===== src/verilog/flash_id_pkg.sv =====
// Constants for the identification and mode-switch command decoder.
// Assumes a 100 MHz system clock that oversamples the serial pins.
package flash_id_pkg;

    // Command opcodes
    localparam logic [7:0] OP_RELEASE      = 8'hab;
    localparam logic [7:0] OP_MFR_DEV      = 8'h90;
    localparam logic [7:0] OP_MFR_DEV_DUAL = 8'h92;
    localparam logic [7:0] OP_MFR_DEV_QUAD = 8'h94;
    localparam logic [7:0] OP_STD_ID       = 8'h9f;
    localparam logic [7:0] OP_QUAD_ON      = 8'h38;
    localparam logic [7:0] OP_QUAD_OFF     = 8'hff;
    localparam logic [7:0] OP_POWER_DOWN   = 8'hb9;

    // Frame field lengths in bits, quad dummy clock count and swap address
    localparam logic [5:0] OPCODE_BITS    = 6'h08;
    localparam int         ADDR_BITS      = 24;
    localparam int         MODE_BITS      = 8;
    localparam logic [5:0] ADDR_LEN       = 6'h18;
    localparam logic [5:0] ADDR_MODE_LEN  = 6'h20;
    localparam logic [5:0] ID_DUMMY_LEN   = 6'h18;
    localparam logic [2:0] QUAD_DUMMY_CLK = 3'h4;
    localparam logic [3:0] BYTE_BITS      = 4'h8;
    localparam logic [23:0] SWAP_ADDR     = 24'h000001;

    // Data lane counts
    localparam logic [2:0] LANE_1 = 3'h1;
    localparam logic [2:0] LANE_2 = 3'h2;
    localparam logic [2:0] LANE_4 = 3'h4;

    // Output enables per lane count (data out on line 1 when single)
    localparam logic [3:0] OE_SINGLE = 4'h2;
    localparam logic [3:0] OE_DUAL   = 4'h3;
    localparam logic [3:0] OE_QUAD   = 4'hf;

    // Standard identifier byte positions
    localparam logic [1:0] ID_IDX_MAKER = 2'h0;
    localparam logic [1:0] ID_IDX_MEM   = 2'h1;
    localparam logic [1:0] ID_IDX_CAP   = 2'h2;

    // Recovery times in ns and derived clock counts (least, rounded up)
    localparam int CLK_PERIOD_NS             = 10;
    localparam int RELEASE_RECOVERY_TIME_NS  = 3000;
    localparam int ID_READ_RECOVERY_TIME_NS  = 1800;
    localparam int REC_W                     = 10;
    localparam logic [REC_W-1:0] RELEASE_RECOVERY_CYC =
        REC_W'((RELEASE_RECOVERY_TIME_NS + CLK_PERIOD_NS - 1) / CLK_PERIOD_NS);
    localparam logic [REC_W-1:0] ID_READ_RECOVERY_CYC =
        REC_W'((ID_READ_RECOVERY_TIME_NS + CLK_PERIOD_NS - 1) / CLK_PERIOD_NS);

    // Synchroniser bundle layout: chip select, clock, four data lines
    localparam int SYNC_W      = 6;
    localparam int SYNC_CS     = 0;
    localparam int SYNC_SCK    = 1;
    localparam int SYNC_IO_LSB = 2;
    localparam logic [SYNC_W-1:0] SYNC_RST = 6'h01;

    // Frame phases
    typedef enum logic [2:0] {
        PH_IDLE,
        PH_OPCODE,
        PH_ADDR,
        PH_DUMMY,
        PH_DATA,
        PH_IGNORE
    } phase_t;

endpackage


===== src/verilog/pin_sync_if.sv =====
// Bundle of raw pin levels and their synchronised copies.
// Assumes one producer of raw levels and one synchroniser stage.
`timescale 1ns/1ps
interface pin_sync_if;
    import flash_id_pkg::*;
    logic [SYNC_W-1:0] raw;   // Pin levels, foreign domain
    logic [SYNC_W-1:0] sync;  // Levels after two flip-flops
    modport stage (input raw, output sync);
    modport user  (output raw, input sync);
endinterface


===== src/verilog/pin_sync.sv =====
// Two flip-flop synchroniser for the serial pins.
// Assumes raw levels arrive from outside the system clock domain.
`timescale 1ns/1ps
module pin_sync (
    // Clock and reset
    input  wire logic          clk_i,
    input  wire logic          sys_rst_i,
    // Pin bundle
    pin_sync_if.stage          pins
);
    import flash_id_pkg::*;

    logic [SYNC_W-1:0] meta;  // First stage, read only by second
    logic [SYNC_W-1:0] held;  // Second stage

    // Both stages take the idle level under reset
    always_ff @(posedge clk_i) begin
        if (sys_rst_i) begin
            meta <= SYNC_RST;
            held <= SYNC_RST;
        end else begin
            meta <= pins.raw;
            held <= meta;
        end
    end

    assign pins.sync = held;

endmodule


===== src/verilog/flash_id_cmd.sv =====
// Identification, power-down release and quad mode switch decoder.
// Assumes serial pins are asynchronous and the status bits are local.
`timescale 1ns/1ps

module flash_id_cmd
    import flash_id_pkg::*;
#(
    parameter logic [7:0] MAKER_BYTE       = 8'h5a,  // Arbitrary value
    parameter logic [7:0] DEVICE_BYTE      = 8'h3c,  // Arbitrary value
    parameter logic [7:0] MEMORY_TYPE_BYTE = 8'h42,  // Arbitrary value
    parameter logic [7:0] CAPACITY_BYTE    = 8'h18   // Arbitrary value
) (
    // Clock and reset
    input  wire logic       clk_i,
    input  wire logic       sys_rst_i,
    // Serial pins
    input  wire logic       cs_n_i,
    input  wire logic       sck_i,
    input  wire logic [3:0] io_i,
    output logic      [3:0] io_o,
    output logic      [3:0] io_oe_o,
    // Status logic
    input  wire logic       busy_i,
    input  wire logic       quad_io_enable_i,
    // Mode report
    output logic            quad_command_mode_o,
    output logic            deep_power_down_o,
    output logic            cmd_ready_o
);
    import flash_id_pkg::*;

    // Whole state of the decoder
    typedef struct packed {
        phase_t           phase;      // Frame phase
        logic             dpd;        // Deep power-down
        logic             quad_command_mode;        // Quad command mode
        logic [7:0]       op;         // Latched opcode
        logic             op_done;    // Opcode accepted
        logic             extra;      // Clocks after opcode
        logic [31:0]      in_sr;      // Input shift register
        logic [5:0]       bit_cnt;    // Bits in current phase
        logic [5:0]       len;        // Address phase length
        logic [2:0]       lanes;      // Active data lines
        logic [2:0]       dummy_left; // Dummy clocks left
        logic             swap;       // Device byte first
        logic [7:0]       out_sr;     // Output shift register
        logic [3:0]       out_left;   // Bits left in byte
        logic [1:0]       byte_idx;   // Next byte to send
        logic [REC_W-1:0] rec_cnt;    // Recovery countdown
        logic             ready;      // No recovery pending
        logic             sck_prev;   // Clock one cycle ago
        logic             cs_prev;    // Select one cycle ago
        logic [3:0]       io_out;     // Driven data levels
        logic [3:0]       io_oe;      // Driven data enables
    } state_t;

    // Serial mode, awake, deselected after reset
    localparam state_t STATE_RESET = '{
        phase:    PH_IDLE,
        cs_prev:  1'b1,
        ready:    1'b1,
        default:  '0
    };

    state_t s;       // Registered state
    state_t next_s;  // Next state

    logic        cs_n_s;    // Synchronised select
    logic        sck_s;     // Synchronised clock
    logic [3:0]  io_s;      // Synchronised data lines
    logic        sck_rise;  // Serial clock rising
    logic        sck_fall;  // Serial clock falling
    logic [31:0] in_shift;  // Input register after one shift
    logic [23:0] addr_in;   // Address from shifted input
    logic [7:0]  sel_byte;  // Byte to start sending
    logic [1:0]  idx_step;  // Index after that byte
    logic [7:0]  cur_byte;  // Byte being sent this edge

    pin_sync_if pins ();

    // Raw pins into the synchroniser
    assign pins.raw = {io_i, sck_i, cs_n_i};

    pin_sync u_sync (
        .clk_i     (clk_i),
        .sys_rst_i (sys_rst_i),
        .pins      (pins)
    );

    // Synchronised copies
    assign cs_n_s = pins.sync[SYNC_CS];
    assign sck_s  = pins.sync[SYNC_SCK];
    assign io_s   = pins.sync[SYNC_IO_LSB +: 4];

    // Edges of the sampled serial clock
    assign sck_rise = sck_s & ~s.sck_prev;
    assign sck_fall = ~sck_s & s.sck_prev;

    // Shift in one, two or four lines per rising edge
    always_comb begin
        case (s.lanes)
            LANE_2: begin
                in_shift = {s.in_sr[29:0], io_s[1:0]};
            end
            LANE_4: begin
                in_shift = {s.in_sr[27:0], io_s};
            end
            default: begin
                in_shift = {s.in_sr[30:0], io_s[0]};
            end
        endcase
    end

    // Address sits ahead of the mode byte when one follows
    always_comb begin
        if (s.len == ADDR_MODE_LEN) begin
            addr_in = in_shift[ADDR_BITS+MODE_BITS-1 -: ADDR_BITS];
        end else begin
            addr_in = in_shift[ADDR_BITS-1:0];
        end
    end

    // Choose next identifier byte and the index after it
    always_comb begin
        case (s.op)
            OP_RELEASE: begin
                sel_byte = DEVICE_BYTE;
                idx_step = ID_IDX_MAKER;
            end
            OP_STD_ID: begin
                // Maker, memory type, capacity, then again
                if (s.byte_idx == ID_IDX_MEM) begin
                    sel_byte = MEMORY_TYPE_BYTE;
                    idx_step = ID_IDX_CAP;
                end else if (s.byte_idx == ID_IDX_CAP) begin
                    sel_byte = CAPACITY_BYTE;
                    idx_step = ID_IDX_MAKER;
                end else begin
                    sel_byte = MAKER_BYTE;
                    idx_step = ID_IDX_MEM;
                end
            end
            default: begin
                // Alternate maker and device, order set by address
                if (s.byte_idx[0] ^ s.swap) begin
                    sel_byte = DEVICE_BYTE;
                end else begin
                    sel_byte = MAKER_BYTE;
                end
                idx_step = {1'b0, ~s.byte_idx[0]};
            end
        endcase
    end

    // Fresh byte when the last one is used up
    assign cur_byte = (s.out_left == '0) ? sel_byte : s.out_sr;

    // Frame decoding and shifting, one step per system clock
    always_comb begin
        next_s          = s;
        next_s.sck_prev = sck_s;
        next_s.cs_prev  = cs_n_s;
        // Recovery countdown runs regardless of frames
        if (s.rec_cnt != '0) begin
            next_s.rec_cnt = s.rec_cnt - 1'b1;
        end
        if (cs_n_s) begin
            // Deselect ends the frame and applies its action
            if (!s.cs_prev && s.op_done) begin
                case (s.op)
                    OP_RELEASE: begin
                        next_s.dpd = 1'b0;
                        if (s.extra) begin
                            next_s.rec_cnt = ID_READ_RECOVERY_CYC;
                        end else begin
                            next_s.rec_cnt = RELEASE_RECOVERY_CYC;
                        end
                    end
                    OP_POWER_DOWN: begin
                        // Only at the byte boundary
                        if (!s.extra) begin
                            next_s.dpd = 1'b1;
                        end
                    end
                    OP_QUAD_ON: begin
                        // Write latch, suspend and wrap are not touched
                        if (!s.extra && quad_io_enable_i) begin
                            next_s.quad_command_mode = 1'b1;
                        end
                    end
                    OP_QUAD_OFF: begin
                        if (!s.extra) begin
                            next_s.quad_command_mode = 1'b0;
                        end
                    end
                    default: begin
                    end
                endcase
            end
            // Release the data lines while deselected
            next_s.phase   = PH_IDLE;
            next_s.io_out  = '0;
            next_s.io_oe   = '0;
            next_s.op_done = 1'b0;
            next_s.extra   = 1'b0;
        end else if (s.cs_prev) begin
            // New frame; refused while recovery is pending
            if (s.rec_cnt != '0) begin
                next_s.phase = PH_IGNORE;
            end else begin
                next_s.phase = PH_OPCODE;
            end
            next_s.bit_cnt  = '0;
            next_s.in_sr    = '0;
            next_s.out_left = '0;
            next_s.byte_idx = '0;
            next_s.swap     = 1'b0;
            next_s.lanes    = s.quad_command_mode ? LANE_4 : LANE_1;
        end else if (sck_rise) begin
            // Any clock after the opcode marks a longer frame
            if (s.op_done) begin
                next_s.extra = 1'b1;
            end
            case (s.phase)
                PH_OPCODE: begin
                    next_s.in_sr   = in_shift;
                    next_s.bit_cnt = s.bit_cnt + 6'(s.lanes);
                    if (next_s.bit_cnt == OPCODE_BITS) begin
                        next_s.op         = in_shift[7:0];
                        next_s.bit_cnt    = '0;
                        next_s.in_sr      = '0;
                        next_s.dummy_left = '0;
                        next_s.phase      = PH_IGNORE;
                        if (s.dpd && in_shift[7:0] != OP_RELEASE) begin
                            // Asleep: everything else is dropped
                            next_s.op_done = 1'b0;
                        end else if (in_shift[7:0] == OP_RELEASE && busy_i) begin
                            // Running cycle is left alone
                            next_s.op_done = 1'b0;
                        end else begin
                            next_s.op_done = 1'b1;
                            case (in_shift[7:0])
                                OP_RELEASE: begin
                                    // Quad mode only wakes, no identifier
                                    if (!s.quad_command_mode) begin
                                        next_s.phase = PH_ADDR;
                                        next_s.len   = ID_DUMMY_LEN;
                                        next_s.lanes = LANE_1;
                                    end
                                end
                                OP_MFR_DEV: begin
                                    next_s.phase = PH_ADDR;
                                    next_s.len   = ADDR_LEN;
                                end
                                OP_MFR_DEV_DUAL: begin
                                    next_s.op_done = ~s.quad_command_mode;
                                    if (!s.quad_command_mode) begin
                                        next_s.phase = PH_ADDR;
                                        next_s.len   = ADDR_MODE_LEN;
                                        next_s.lanes = LANE_2;
                                    end
                                end
                                OP_MFR_DEV_QUAD: begin
                                    next_s.op_done = ~s.quad_command_mode;
                                    if (!s.quad_command_mode) begin
                                        next_s.phase      = PH_ADDR;
                                        next_s.len        = ADDR_MODE_LEN;
                                        next_s.lanes      = LANE_4;
                                        next_s.dummy_left = QUAD_DUMMY_CLK;
                                    end
                                end
                                OP_STD_ID: begin
                                    next_s.phase = PH_DATA;
                                end
                                OP_QUAD_ON: begin
                                    // Only meaningful from serial mode
                                    next_s.op_done = ~s.quad_command_mode;
                                end
                                OP_QUAD_OFF: begin
                                    next_s.op_done = s.quad_command_mode;
                                end
                                OP_POWER_DOWN: begin
                                end
                                default: begin
                                    next_s.op_done = 1'b0;
                                end
                            endcase
                        end
                    end
                end
                PH_ADDR: begin
                    next_s.in_sr   = in_shift;
                    next_s.bit_cnt = s.bit_cnt + 6'(s.lanes);
                    if (next_s.bit_cnt == s.len) begin
                        next_s.swap = (addr_in == SWAP_ADDR);
                        if (s.dummy_left != '0) begin
                            next_s.phase = PH_DUMMY;
                        end else begin
                            next_s.phase = PH_DATA;
                        end
                    end
                end
                PH_DUMMY: begin
                    next_s.dummy_left = s.dummy_left - 1'b1;
                    if (next_s.dummy_left == '0) begin
                        next_s.phase = PH_DATA;
                    end
                end
                default: begin
                end
            endcase
        end else if (sck_fall && s.phase == PH_DATA) begin
            // Drive MSB first on the falling edge
            case (s.lanes)
                LANE_2: begin
                    next_s.io_out = {2'b00, cur_byte[7:6]};
                    next_s.io_oe  = OE_DUAL;
                end
                LANE_4: begin
                    next_s.io_out = cur_byte[7:4];
                    next_s.io_oe  = OE_QUAD;
                end
                default: begin
                    next_s.io_out = {2'b00, cur_byte[7], 1'b0};
                    next_s.io_oe  = OE_SINGLE;
                end
            endcase
            next_s.out_sr = cur_byte << s.lanes;
            if (s.out_left == '0) begin
                next_s.out_left = BYTE_BITS - 4'(s.lanes);
                next_s.byte_idx = idx_step;
            end else begin
                next_s.out_left = s.out_left - 4'(s.lanes);
            end
        end
        next_s.ready = (next_s.rec_cnt == '0);
    end

    // State register; reset lands in serial mode
    always_ff @(posedge clk_i) begin
        if (sys_rst_i) begin
            s <= STATE_RESET;
        end else begin
            s <= next_s;
        end
    end

    // Outputs straight from the state register
    assign io_o                = s.io_out;
    assign io_oe_o             = s.io_oe;
    assign quad_command_mode_o = s.quad_command_mode;
    assign deep_power_down_o   = s.dpd;
    assign cmd_ready_o         = s.ready;

endmodule


===== config.mk =====
export PLATFORM = sky130hd
export DESIGN_NAME = flash_id_cmd
export DESIGN_NICKNAME = d
export VERILOG_FILES = /design/src/verilog/flash_id_pkg.sv /design/src/verilog/pin_sync_if.sv /design/src/verilog/pin_sync.sv /design/src/verilog/flash_id_cmd.sv
export SDC_FILE = /design/constraint.sdc
export NUM_CORES = 1
export LEC_CHECK = 0
export BUFFER_PORTS_ARGS = -buffer_cell sky130_fd_sc_hd__buf_4
export CAP_MARGIN = 15
export CORE_AREA = 2 2 136 138
export DETAILED_ROUTE_END_ITERATION = 8
export DIE_AREA = 0 0 138 140
export PLACE_DENSITY_LB_ADDON = 0.08
export SLEW_MARGIN = 20
export SYNTH_ARGS = -nofsm -noshare
export SYNTH_HDL_FRONTEND = slang
export SYNTH_SLANG_ARGS = --single-unit

===== constraint.sdc =====
create_clock -name clk_i -period 3.72 [get_ports clk_i]
set_input_delay 0.372 -clock clk_i [delete_from_list [all_inputs] [get_ports clk_i]]
set_output_delay 0.372 -clock clk_i [all_outputs]
set_load 0.1 [all_outputs]

==> results of run 1 <==
==> path summary, 6_finish.rpt <==
| check | from | endpoint | slack, ns | cells after the start |
|---|---|---|---|---|
| setup / recovery | s[39] | s[47] | 0.39 | 11 |
| hold / removal | cs_n_i | u_sync.meta[0] | 0.19 | 2 |
| setup reg to reg | s[39] | s[47] | 0.39 | 11 |
| hold reg to reg | u_sync.meta[0] | u_sync.pins.sync[0] | 0.43 | 1 |
==> per-stage QoR <==
stage,instance area [um2],utilization,worst slack (ns)
final,6940,0.390,0.387
after global routing,6940,0.390,0.148
after floorplan,6350,-,0.0693
after CTS,6940,0.390,0.380
after detailed placement,6640,0.373,0.419
after global placement,6640,0.373,0.511
==> cells in the final DEF, fill, tap and decap left out, drive strengths merged, types with 6 or more instances in the layout <==
cell type,n
a21o,8
a21oi,63
a22oi,31
a31oi,6
and3,10
buf,37
clkbuf,9
dfxtp,107
ha,13
inv,23
mux2i,14
nand2,31
nand2b,10
nand3,15
nand4,9
nor2,121
nor2b,21
nor3,22
nor4,10
o21ai,23
o221a,11
o221ai,8
o22a,13
o22ai,45
or2,9
or3,6
or4,6
xnor2,11
==> layer usage <==
metal	up-vias	GRT usage	part of all wire
met5	-	0	0
met4	0	0.0607	0.018
met3	28	0.0342	0.042
met2	161	0.309	0.48
met1	2891	0.245	0.46
li1	2930	-	-
==> final cells by class <==
cell class / instances / area share
sequential: 107 / 0.309
inverter: 22 / 0.0119
tap: 229 / 0.0413
multi-input combinational: 599 / 0.555
clock inverter: 7 / 0.0110
timing repair buffer: 37 / 0.0400
clock buffer: 9 / 0.0324
==> registers in the layout (all words and copies together), names as in the netlist <==
name                 flops
io_oe_o                  3
u_sync.meta              6
s                       85
u_sync.pins.sync         6
deep_power_down_o        1
io_o                     4
cmd_ready_o              1
quad_command_mode_o      1
==> cells by family after synthesis <==
family / count (synthesis) / share of synthesized area
simple gates: 292 / 0.236
compound gates: 259 / 0.286
flops: 107 / 0.337
buf+inv: 86 / 0.0589
mux: 17 / 0.0280
xor+xnor: 16 / 0.0221
fa+ha+maj: 15 / 0.0319
==> power by group <==
| group | total, mW | internal [mW] | switching (mW) | leakage, nW |
|---|---|---|---|---|
| combinational | 0.563 | 0.230 | 0.333 | 1.41 |
| clock | 1.01 | 0.528 | 0.479 | 0.142 |
| sequential | 1.25 | 1.20 | 0.0532 | 0.868 |
==> results.ini, run 1 <==
[outcome]
outcome = finished, final reports clean

[sta]
final.setup.tns_ns = 0
timing.fmax_mhz = 300
finalHoldViolations = 0
setup_viol = 0
fin_crit_ns = 3.33
max-slew-margin-rel = 0.500
slew_viol_final = 0
rsz0062_at_grt = no
tightest_slew_ns = 0.750
timing.final.crit_share = 0.896
hold_ws_ns = 0.195
finClkSkew_ns = 0.00889

[setup_path]
critPathArrivalTime_ns = 3.62
critPathCaptureType = flip-flop
cp.buffers_inverters = 1
worstPathRequired_ns = 4.01
max_stage_delay_ns = 0.54
crit_slowest_cell = or4_1
crit_fanout = 3
cp_top_family = simple AND/OR/NAND/NOR gates
crit_path_start_kind = flip-flop
worstPathCellList = ha_1 -> inv_1 -> fa_1 -> xnor2_1 -> or3b_1 -> or4_1 -> or2_1 -> nor3_1 -> o21ai_0 -> a2111oi_4 -> mux2i_1
setup.worst_path.class = flip-flop to flip-flop

[grt]
grt_pass1_vias = 5687
grt_max_degree = 57
grt_usage = 0.186
grt_overflow = 0
grt_pass1_wl_um = 29700
antenna_found_initial = 0

[logic_synthesis]
seq_area_frac_synth = 0.337
synth_commonest_cells = nor2_1, dfxtp_1, a21oi_1
synthArstFlopShare = 0
synth_cells = 792
synth_top_area_frac = 0.337
ys_types = 82
yosysMostFrequentCell = nor2_1
synth_edf_count = 0
synthesis.nets = 817
synth-seq-cells = 107
ys_warn_count = 0
syn_area_mm2 = 0.00635
yosys-top-cells-area = dfxtp_1, nor2_1, a21oi_1
avgSynthCellArea_um2 = 8.02
synthFlopType = dfxtp_1
synth_top_area_cell = dfxtp_1

[finish]
syn2layout_area_growth_pct = 9.21
antenna_cells = 0
multi_input_area_mm2 = 0.00385
seq_area_mm2 = 0.00214
finalNetCount = 801
final_layout_size_suffix_gt1_frac = 0.114
layoutNonFillerInstCount = 1010
filler_cell_count = 1828

[die]
die_height_um = 140
coreArea_mm2 = 0.0178
design.portCount = 21
die_w_um = 138
initial_core_util = 0.357
num_rows = 49
dieArea_mm2 = 0.0193

[min_path]
hold_path_class = input port to flip-flop

[drt]
drt-vias-per-instance = 5.95
drt_first_iter_violations = 523
drt_pass1_iterations = 5
drc = 0
vias = 6010
ant_nets = 0
wl_per_cell_um = 17.9
wirelength_um = 18100

[pwr]
pwr_density_cell_mw_per_mm2 = 407
ir_worst_vdd_mv = 0.310
fin_total_pwr_mw = 2.82
leakage_nw = 2.42

[clock_tree]
cts_tree = built
cts-root-buf = clkbuf_16
post-cts-setup-buffers = 0
clock_latency_ns = 0.36
ctsResizeCount = 0
cts.clk_slew.worst_paths_ns = 0.08
cts.sinks = 107
htree_levels = 3
ctsHoldBuffers = 0
cts_made_buffers = 9
cts_buffer_depth = 2

[placement]
dp_hpwl_um = 12400
dp_cells = 994
gp_congestion = 0.832
port_buffers = 20

[flow_run]
cap_violations = 0

Power figures use the tool's default switching activity.
==> run 2: changes to the inputs <==
--- a/config.mk
+++ b/config.mk
@@ -10,6 +10,7 @@
 export CORE_AREA = 2 2 136 138
 export DETAILED_ROUTE_END_ITERATION = 8
 export DIE_AREA = 0 0 138 140
+export GPL_TIMING_DRIVEN = 0
 export PLACE_DENSITY_LB_ADDON = 0.08
 export SLEW_MARGIN = 20
 export SYNTH_ARGS = -nofsm -noshare
==> constraint.sdc (replaced) <==
create_clock -name clk_i -period 3.72 [get_ports clk_i]
set_input_delay 0.372 -clock clk_i [delete_from_list [all_inputs] [get_ports clk_i]]
set_output_delay 0.372 -clock clk_i [all_outputs]
set_load 0.02 [all_outputs]
==> run 2 against run 1 <==
Effect of this change: die area did not move; design area rose by 2.9%; via count rose by 4.8%; cell count rose by 4.7%; worst hold slack got worse by 0.0018 ns; critical path depth did not move; register-to-register slack got worse by 0.23 ns; fmax fell by 6.4%; non-clock buffer count rose by 47; sequential share of layout area fell by 0.87 points; critical endpoint is now s[46].
==> results.ini, run 2 (synthesized netlist as in run 1, its figures left out) <==
[grt]
grt_pass1_vias = 5949  ; was 5687
grt_overflow = 0  ; unchanged
antenna_found_initial = 0  ; unchanged
grt_usage = 0.205  ; was 0.186
grt_max_degree = 19  ; was 57
grt_pass1_wl_um = 32300  ; was 29700 um

[drt]
drt_first_iter_violations = 475  ; was 523
drt_pass1_iterations = 5  ; unchanged
drt-vias-per-instance = 5.96  ; was 5.95
drc = 0  ; unchanged
ant_nets = 0  ; unchanged
wirelength_um = 20100  ; was 18100 um
wl_per_cell_um = 19.0  ; was 17.9 um
vias = 6297  ; was 6010

[placement]
gp_congestion = 0.929  ; was 0.832
place_ws_ns = -1.03  ; was 0.419 ns
port_buffers = 20  ; unchanged
dp_hpwl_um = 14900  ; was 12400 um
post_dp_cell_area_mm2 = 0.00679  ; was 0.00664 mm2

[flow_run]
cap_violations = 0  ; unchanged

[min_path]
hold_path_class = input port to flip-flop  ; unchanged

[pwr]
switchingPower_mw = 0.868  ; was 0.866 mW
ir_worst_vdd_mv = 0.334  ; was 0.310 mV
p_seq_frac = 0.453  ; was 0.444
power_frac_comb = 0.210  ; was 0.199
fin_total_pwr_mw = 2.76  ; was 2.82 mW
p_int_mw = 1.90  ; was 1.96 mW
leakage_nw = 2.48  ; was 2.42 nW
pwr_density_cell_mw_per_mm2 = 387  ; was 407 mW/mm2
sw_frac_of_total = 0.314  ; was 0.307
clockPowerShare = 0.337  ; was 0.357

[finish]
largest_register_ffs = 85  ; unchanged
final_layout_size_suffix_gt1_frac = 0.116  ; was 0.114
final_common_cell = nor2_1  ; unchanged
filler_cell_count = 1847  ; was 1828
largest-register = s  ; unchanged
final_cell_mix = nor2_1, dfxtp_1, a21oi_1, o22ai_1, clkbuf_1  ; was nor2_1, dfxtp_1, a21oi_1, o22ai_1, buf_4
antenna_cells = 0  ; unchanged
fin_area_mm2 = 0.00714  ; was 0.00694 mm2
syn2layout_area_growth_pct = 12.4  ; was 9.21%
finalNetCount = 848  ; was 801
post-route-util = 0.402  ; was 0.390

[clock_tree]
htree_levels = 3  ; unchanged
cts_tree = built  ; unchanged
cts.sinks = 107  ; unchanged
cts_made_buffers = 9  ; unchanged
cts-root-buf = clkbuf_16  ; unchanged
ctsHoldBuffers = 0  ; unchanged
cts.clk_slew.worst_paths_ns = 0.08  ; about the same
cts_buffer_depth = 2  ; unchanged
clock_latency_ns = 0.36  ; about the same

[die]
die_height_um = 140  ; unchanged
dieArea_mm2 = 0.0193  ; unchanged
die_w_um = 138  ; unchanged
num_rows = 49  ; unchanged
initial_core_util = 0.357  ; unchanged
coreArea_mm2 = 0.0178  ; unchanged
design.portCount = 21  ; unchanged

[sta]
fin_crit_ns = 3.56  ; was 3.33 ns
finalHoldViolations = 0  ; unchanged
slew_viol_final = 0  ; unchanged
finClkSkew_ns = 0.00946  ; was 0.00889 ns
max-slew-margin-rel = 0.434  ; was 0.500
timing.final.crit_share = 0.957  ; was 0.896
rsz0062_at_grt = yes  ; was no
postLayoutSetupSlackWorst_ns = 0.159  ; was 0.387 ns
final.setup.tns_ns = 0  ; unchanged
tightest_slew_ns = 0.841  ; was 0.750 ns
timing.fmax_mhz = 281  ; was 300 MHz
setup_viol = 0  ; unchanged

[setup_path]
worstPathCellList = buf_6 -> clkinvlp_4 -> buf_4 -> fa_2 -> or3b_4 -> or4_4 -> or2_1 -> nor3_2 -> o21ai_1 -> a2111oi_4 -> mux2i_1  ; was ha_1 -> inv_1 -> fa_1 -> xnor2_1 -> or3b_1 -> or4_1 -> or2_1 -> nor3_1 -> o21ai_0 -> a2111oi_4 -> mux2i_1
max_stage_delay_ns = 0.59  ; was 0.54 ns
setup.worst_path.class = flip-flop to flip-flop  ; unchanged
cp_top_family = simple AND/OR/NAND/NOR gates  ; unchanged
cp.buffers_inverters = 3  ; was 1
crit_fanout = 12  ; was 3
worstPathRequired_ns = 4.00  ; was 4.01 ns
critPathArrivalTime_ns = 3.84  ; was 3.62 ns
crit_slowest_cell = fa_2  ; was or4_1
crit_path_start_kind = flip-flop  ; unchanged
critPathCaptureType = flip-flop  ; unchanged

[outcome]
outcome = finished, final reports clean  ; unchanged

## run 2: worst register-to-register path, stage by stage, from the launching register on
cell        delay (ns)
dfxtp_1           0.36
buf_6             0.15
clkinvlp_4        0.09
buf_4             0.20
fa_2              0.60
or3b_4            0.40
or4_4             0.54
or2_1             0.28
nor3_2            0.17
o21ai_1           0.14
a2111oi_4         0.31
mux2i_1           0.24
## run 2: power groups by stage
stage	combinational [mW]	clock [mW]	sequential [mW]
after floorplan	0.441	0	1.26
after global placement	0.557	0	1.28
after detailed placement	0.569	0	1.28
after CTS	0.572	0.960	1.25
after global routing	0.645	1.00	1.26
final	0.580	0.932	1.25
## run 2: routing by layer
metal  up-vias  share of wire  global-route usage
met4         0          0.014              0.0628
li1       3032              -                   -
met2       185           0.47               0.340
met5         -              0                   0
met3        17          0.040              0.0315
met1      3063           0.48               0.277
## run 2: layout make-up
class / instances / area (um2) / area share
Tap cell: 229 / 287 / 0.0401
Clock buffer: 10 / 229 / 0.0321
Clock inverter: 6 / 51.3 / 0.00718
Sequential cell: 107 / 2140 / 0.300
Timing Repair Buffer: 21 / 158 / 0.0221
Buffer: 63 / 299 / 0.0419
Inverter: 22 / 86.3 / 0.0121
Multi-Input combinational cell: 599 / 3890 / 0.544
## run 2: repair_timing
| item | 4_1_cts | 5_1_grt |
|---|---|---|
| pin swaps | 1 | 2 |
| endpoints found under the setup margin | 53 | 20 |
| gates resized for setup | 13 | 7 |
| buffers inserted | 1 | 0 |
## run 2: path summary, 6_finish.rpt
| check | endpoint | startpoint | cells past startpoint | slack [ns] |
|---|---|---|---|---|
| worst max register to register | s[46] | s[40] | 11 | 0.16 |
| worst max-delay path | s[46] | s[40] | 11 | 0.16 |
| worst min register to register | u_sync.pins.sync[0] | u_sync.meta[0] | 1 | 0.41 |
| worst min-delay path | u_sync.meta[0] | cs_n_i | 2 | 0.19 |
## run 2: through the flow
| step | hold slack (ns) | std cells |
|---|---|---|
| floorplan | 0.389 | 792 |
| global placement | 0.400 | 1041 |
| detailed placement | 0.398 | 1041 |
| CTS | 0.185 | 1057 |
| global route | 0.185 | 1057 |
| finish | 0.193 | 1057 |
==> run 3: changes to the inputs <==
--- a/config.mk
+++ b/config.mk
@@ -5,11 +5,13 @@
 export SDC_FILE = /design/constraint.sdc
 export NUM_CORES = 1
 export LEC_CHECK = 0
-export BUFFER_PORTS_ARGS = -buffer_cell sky130_fd_sc_hd__buf_4
+export BUFFER_PORTS_ARGS = -buffer_cell sky130_fd_sc_hd__buf_2
 export CAP_MARGIN = 15
-export CORE_AREA = 2 2 136 138
+export CELL_PAD_IN_SITES_DETAIL_PLACEMENT = 2
+export CELL_PAD_IN_SITES_GLOBAL_PLACEMENT = 2
+export CORE_AREA = 2 2 140 142
 export DETAILED_ROUTE_END_ITERATION = 8
-export DIE_AREA = 0 0 138 140
+export DIE_AREA = 0 0 142 144
 export GPL_TIMING_DRIVEN = 0
 export PLACE_DENSITY_LB_ADDON = 0.08
 export SLEW_MARGIN = 20
==> run 3 against run 2 <==
Effect of this change: register-to-register slack improved by 0.02 ns; worst hold slack better by 0.0054 ns; via count up 1.4%; critical endpoint is now s[40]; highest routed layer unchanged.
==> results.ini, run 3 (synthesized netlist as in run 1, its figures left out) <==
[drt]
drt-vias-per-instance = 5.99  ; was 5.96
drt_first_iter_violations = 322  ; was 475
wirelength_um = 23800  ; was 20100 um
drc = 0  ; unchanged
wl_per_cell_um = 22.3  ; was 19.0 um
drt_pass1_iterations = 4  ; was 5
vias = 6386  ; was 6297
ant_nets = 0  ; unchanged

[finish]
final_layout_size_suffix_gt1_frac = 0.126  ; was 0.116
largest-register = s  ; unchanged
syn2layout_area_growth_pct = 12.7  ; was 12.4%
finalNetCount = 849  ; was 848
final_cell_mix = nor2_1, dfxtp_1, a21oi_1, o22ai_1, clkbuf_1  ; unchanged
largest_register_ffs = 85  ; unchanged
antenna_cells = 0  ; unchanged
final_common_cell = nor2_1  ; unchanged
fin_area_mm2 = 0.00716  ; was 0.00714 mm2

[placement]
port_buffers = 20  ; unchanged
gp_congestion = 0.852  ; was 0.929
dp_hpwl_um = 18000  ; was 14900 um
post_dp_cell_area_mm2 = 0.00675  ; was 0.00679 mm2
place_ws_ns = -1.04  ; was -1.03 ns

[clock_tree]
cts.clk_slew.worst_paths_ns = 0.08  ; about the same
cts.sinks = 107  ; unchanged
cts-root-buf = clkbuf_16  ; unchanged
cts_made_buffers = 9  ; unchanged
clock_latency_ns = 0.36  ; about the same
ctsHoldBuffers = 0  ; unchanged
cts_tree = built  ; unchanged
cts_buffer_depth = 2  ; unchanged
htree_levels = 3  ; unchanged

[grt]
grt_overflow = 0  ; unchanged
grt.busiest_layer = met2  ; unchanged
antenna_found_initial = 0  ; unchanged
grt_use_met3 = 0.0305  ; was 0.0315
grt_max_degree = 18  ; was 19
gr-usage-met2 = 0.412  ; was 0.340
grt_pass1_vias = 6694  ; was 5949
grt_use_met1 = 0.311  ; was 0.277
grt_pass1_wl_um = 37700  ; was 32300 um
grt_usage = 0.237  ; was 0.205

[pwr]
leakage_nw = 2.50  ; was 2.48 nW
ir_worst_vdd_mv = 0.224  ; was 0.334 mV
fin_total_pwr_mw = 2.81  ; was 2.76 mW
pwr_density_cell_mw_per_mm2 = 392  ; was 387 mW/mm2

[die]
coreArea_mm2 = 0.0191  ; was 0.0178 mm2
die_w_um = 142  ; was 138 um
initial_core_util = 0.333  ; was 0.357
design.portCount = 21  ; unchanged
num_rows = 51  ; was 49
dieArea_mm2 = 0.0204  ; was 0.0193 mm2
die_height_um = 144  ; was 140 um

[min_path]
worstHoldStart = cs_n_i  ; unchanged
hold_path_end = u_sync.meta[0]  ; unchanged
hold_path_class = input port to flip-flop  ; unchanged
hold_path_depth = 2  ; unchanged

[sta]
setup_viol = 0  ; unchanged
finClkSkew_ns = 0.00925  ; was 0.00946 ns
final.setup.tns_ns = 0  ; unchanged
tightest_slew_ns = 0.843  ; was 0.841 ns
postLayoutSetupSlackWorst_ns = 0.179  ; was 0.159 ns
timing.final.crit_share = 0.952  ; was 0.957
hold_ws_ns = 0.199  ; was 0.193 ns
slew_viol_final = 0  ; unchanged
finalHoldViolations = 0  ; unchanged
rsz0062_at_grt = no  ; was yes
max-slew-margin-rel = 0.438  ; was 0.434
timing.fmax_mhz = 282  ; was 281 MHz
fin_crit_ns = 3.54  ; was 3.56 ns

[setup_path]
crit_path_start_kind = flip-flop  ; unchanged
critPathArrivalTime_ns = 3.82  ; was 3.84 ns
critPathCaptureType = flip-flop  ; unchanged
crit_slowest_cell = dfxtp_1  ; was fa_2
worstPathRequired_ns = 4.00  ; about the same
setup.worst_path.class = flip-flop to flip-flop  ; unchanged
max_stage_delay_ns = 0.55  ; was 0.59 ns
cp.buffers_inverters = 1  ; was 3
reg2reg_to = s[40]  ; was s[46]
reg2reg_from = s[39]  ; was s[40]
reg2reg_slack_ns = 0.18  ; was 0.16 ns
cp_top_family = simple AND/OR/NAND/NOR gates  ; unchanged
worstRegToRegCells = 10  ; was 11
crit_fanout = 7  ; was 12
worstPathCellList = ha_1 -> inv_1 -> fa_2 -> or3b_4 -> or4_4 -> nor4_4 -> nand4_1 -> a221o_1 -> nand2_2 -> mux2i_4  ; was buf_6 -> clkinvlp_4 -> buf_4 -> fa_2 -> or3b_4 -> or4_4 -> or2_1 -> nor3_2 -> o21ai_1 -> a2111oi_4 -> mux2i_1

[outcome]
outcome = finished, final reports clean  ; unchanged

[flow_run]
cap_violations = 0  ; unchanged

==> run 3: area by class of cell <==
type	instances	area, um2
well taps	238	298
fillers	2186	11900
clock inverters	4	33.8
clock buffers	11	253
inverters	22	86.3
multi-input cells	599	3930
plain buffers	62	295
repair buffers	23	123
flip-flops and latches	107	2140
==> run 3: timing repair <==
action,4_1_cts,5_1_grt
resized for setup,23,8
setup buffers,1,2
pin swaps,2,5
setup endpoints to repair,53,42
==> run 3: worst max path at each step <==
stage	slack (ns)	to	cells after the start	from
after detailed placement	-1.04	s[40]	13	s[40]
after CTS	0.009	s[100]	12	s[40]
after global routing	0.04	s[40]	11	s[39]
final	0.18	s[40]	10	s[39]
after global placement	-0.98	s[40]	13	s[40]
after floorplan	0.07	s[46]	13	s[40]
==> run 3: power breakdown <==
part / internal (mW) / switching [mW] / total, mW / leakage (nW)
clock network: 0.494 / 0.463 / 0.957 / 0.139
logic: 0.232 / 0.369 / 0.601 / 1.50
registers: 1.20 / 0.0521 / 1.25 / 0.868
==> run 3: metal layers <==
metal | share of wire | vias to the layer above
li1 | - | 3019
met1 | 0.46 | 3252
met2 | 0.49 | 93
met3 | 0.028 | 22
met4 | 0.018 | 0
met5 | 0 | -
==> run 3: through the flow <==
| step | util | cells |
|---|---|---|
| 3_5_place_dp | 0.354 | 1050 |
| 3_3_place_gp | 0.354 | 1050 |
| 4_1_cts | 0.373 | 1066 |
| 2_1_floorplan | - | 792 |
| 5_1_grt | 0.375 | 1066 |
| 6_report | 0.375 | 1066 |
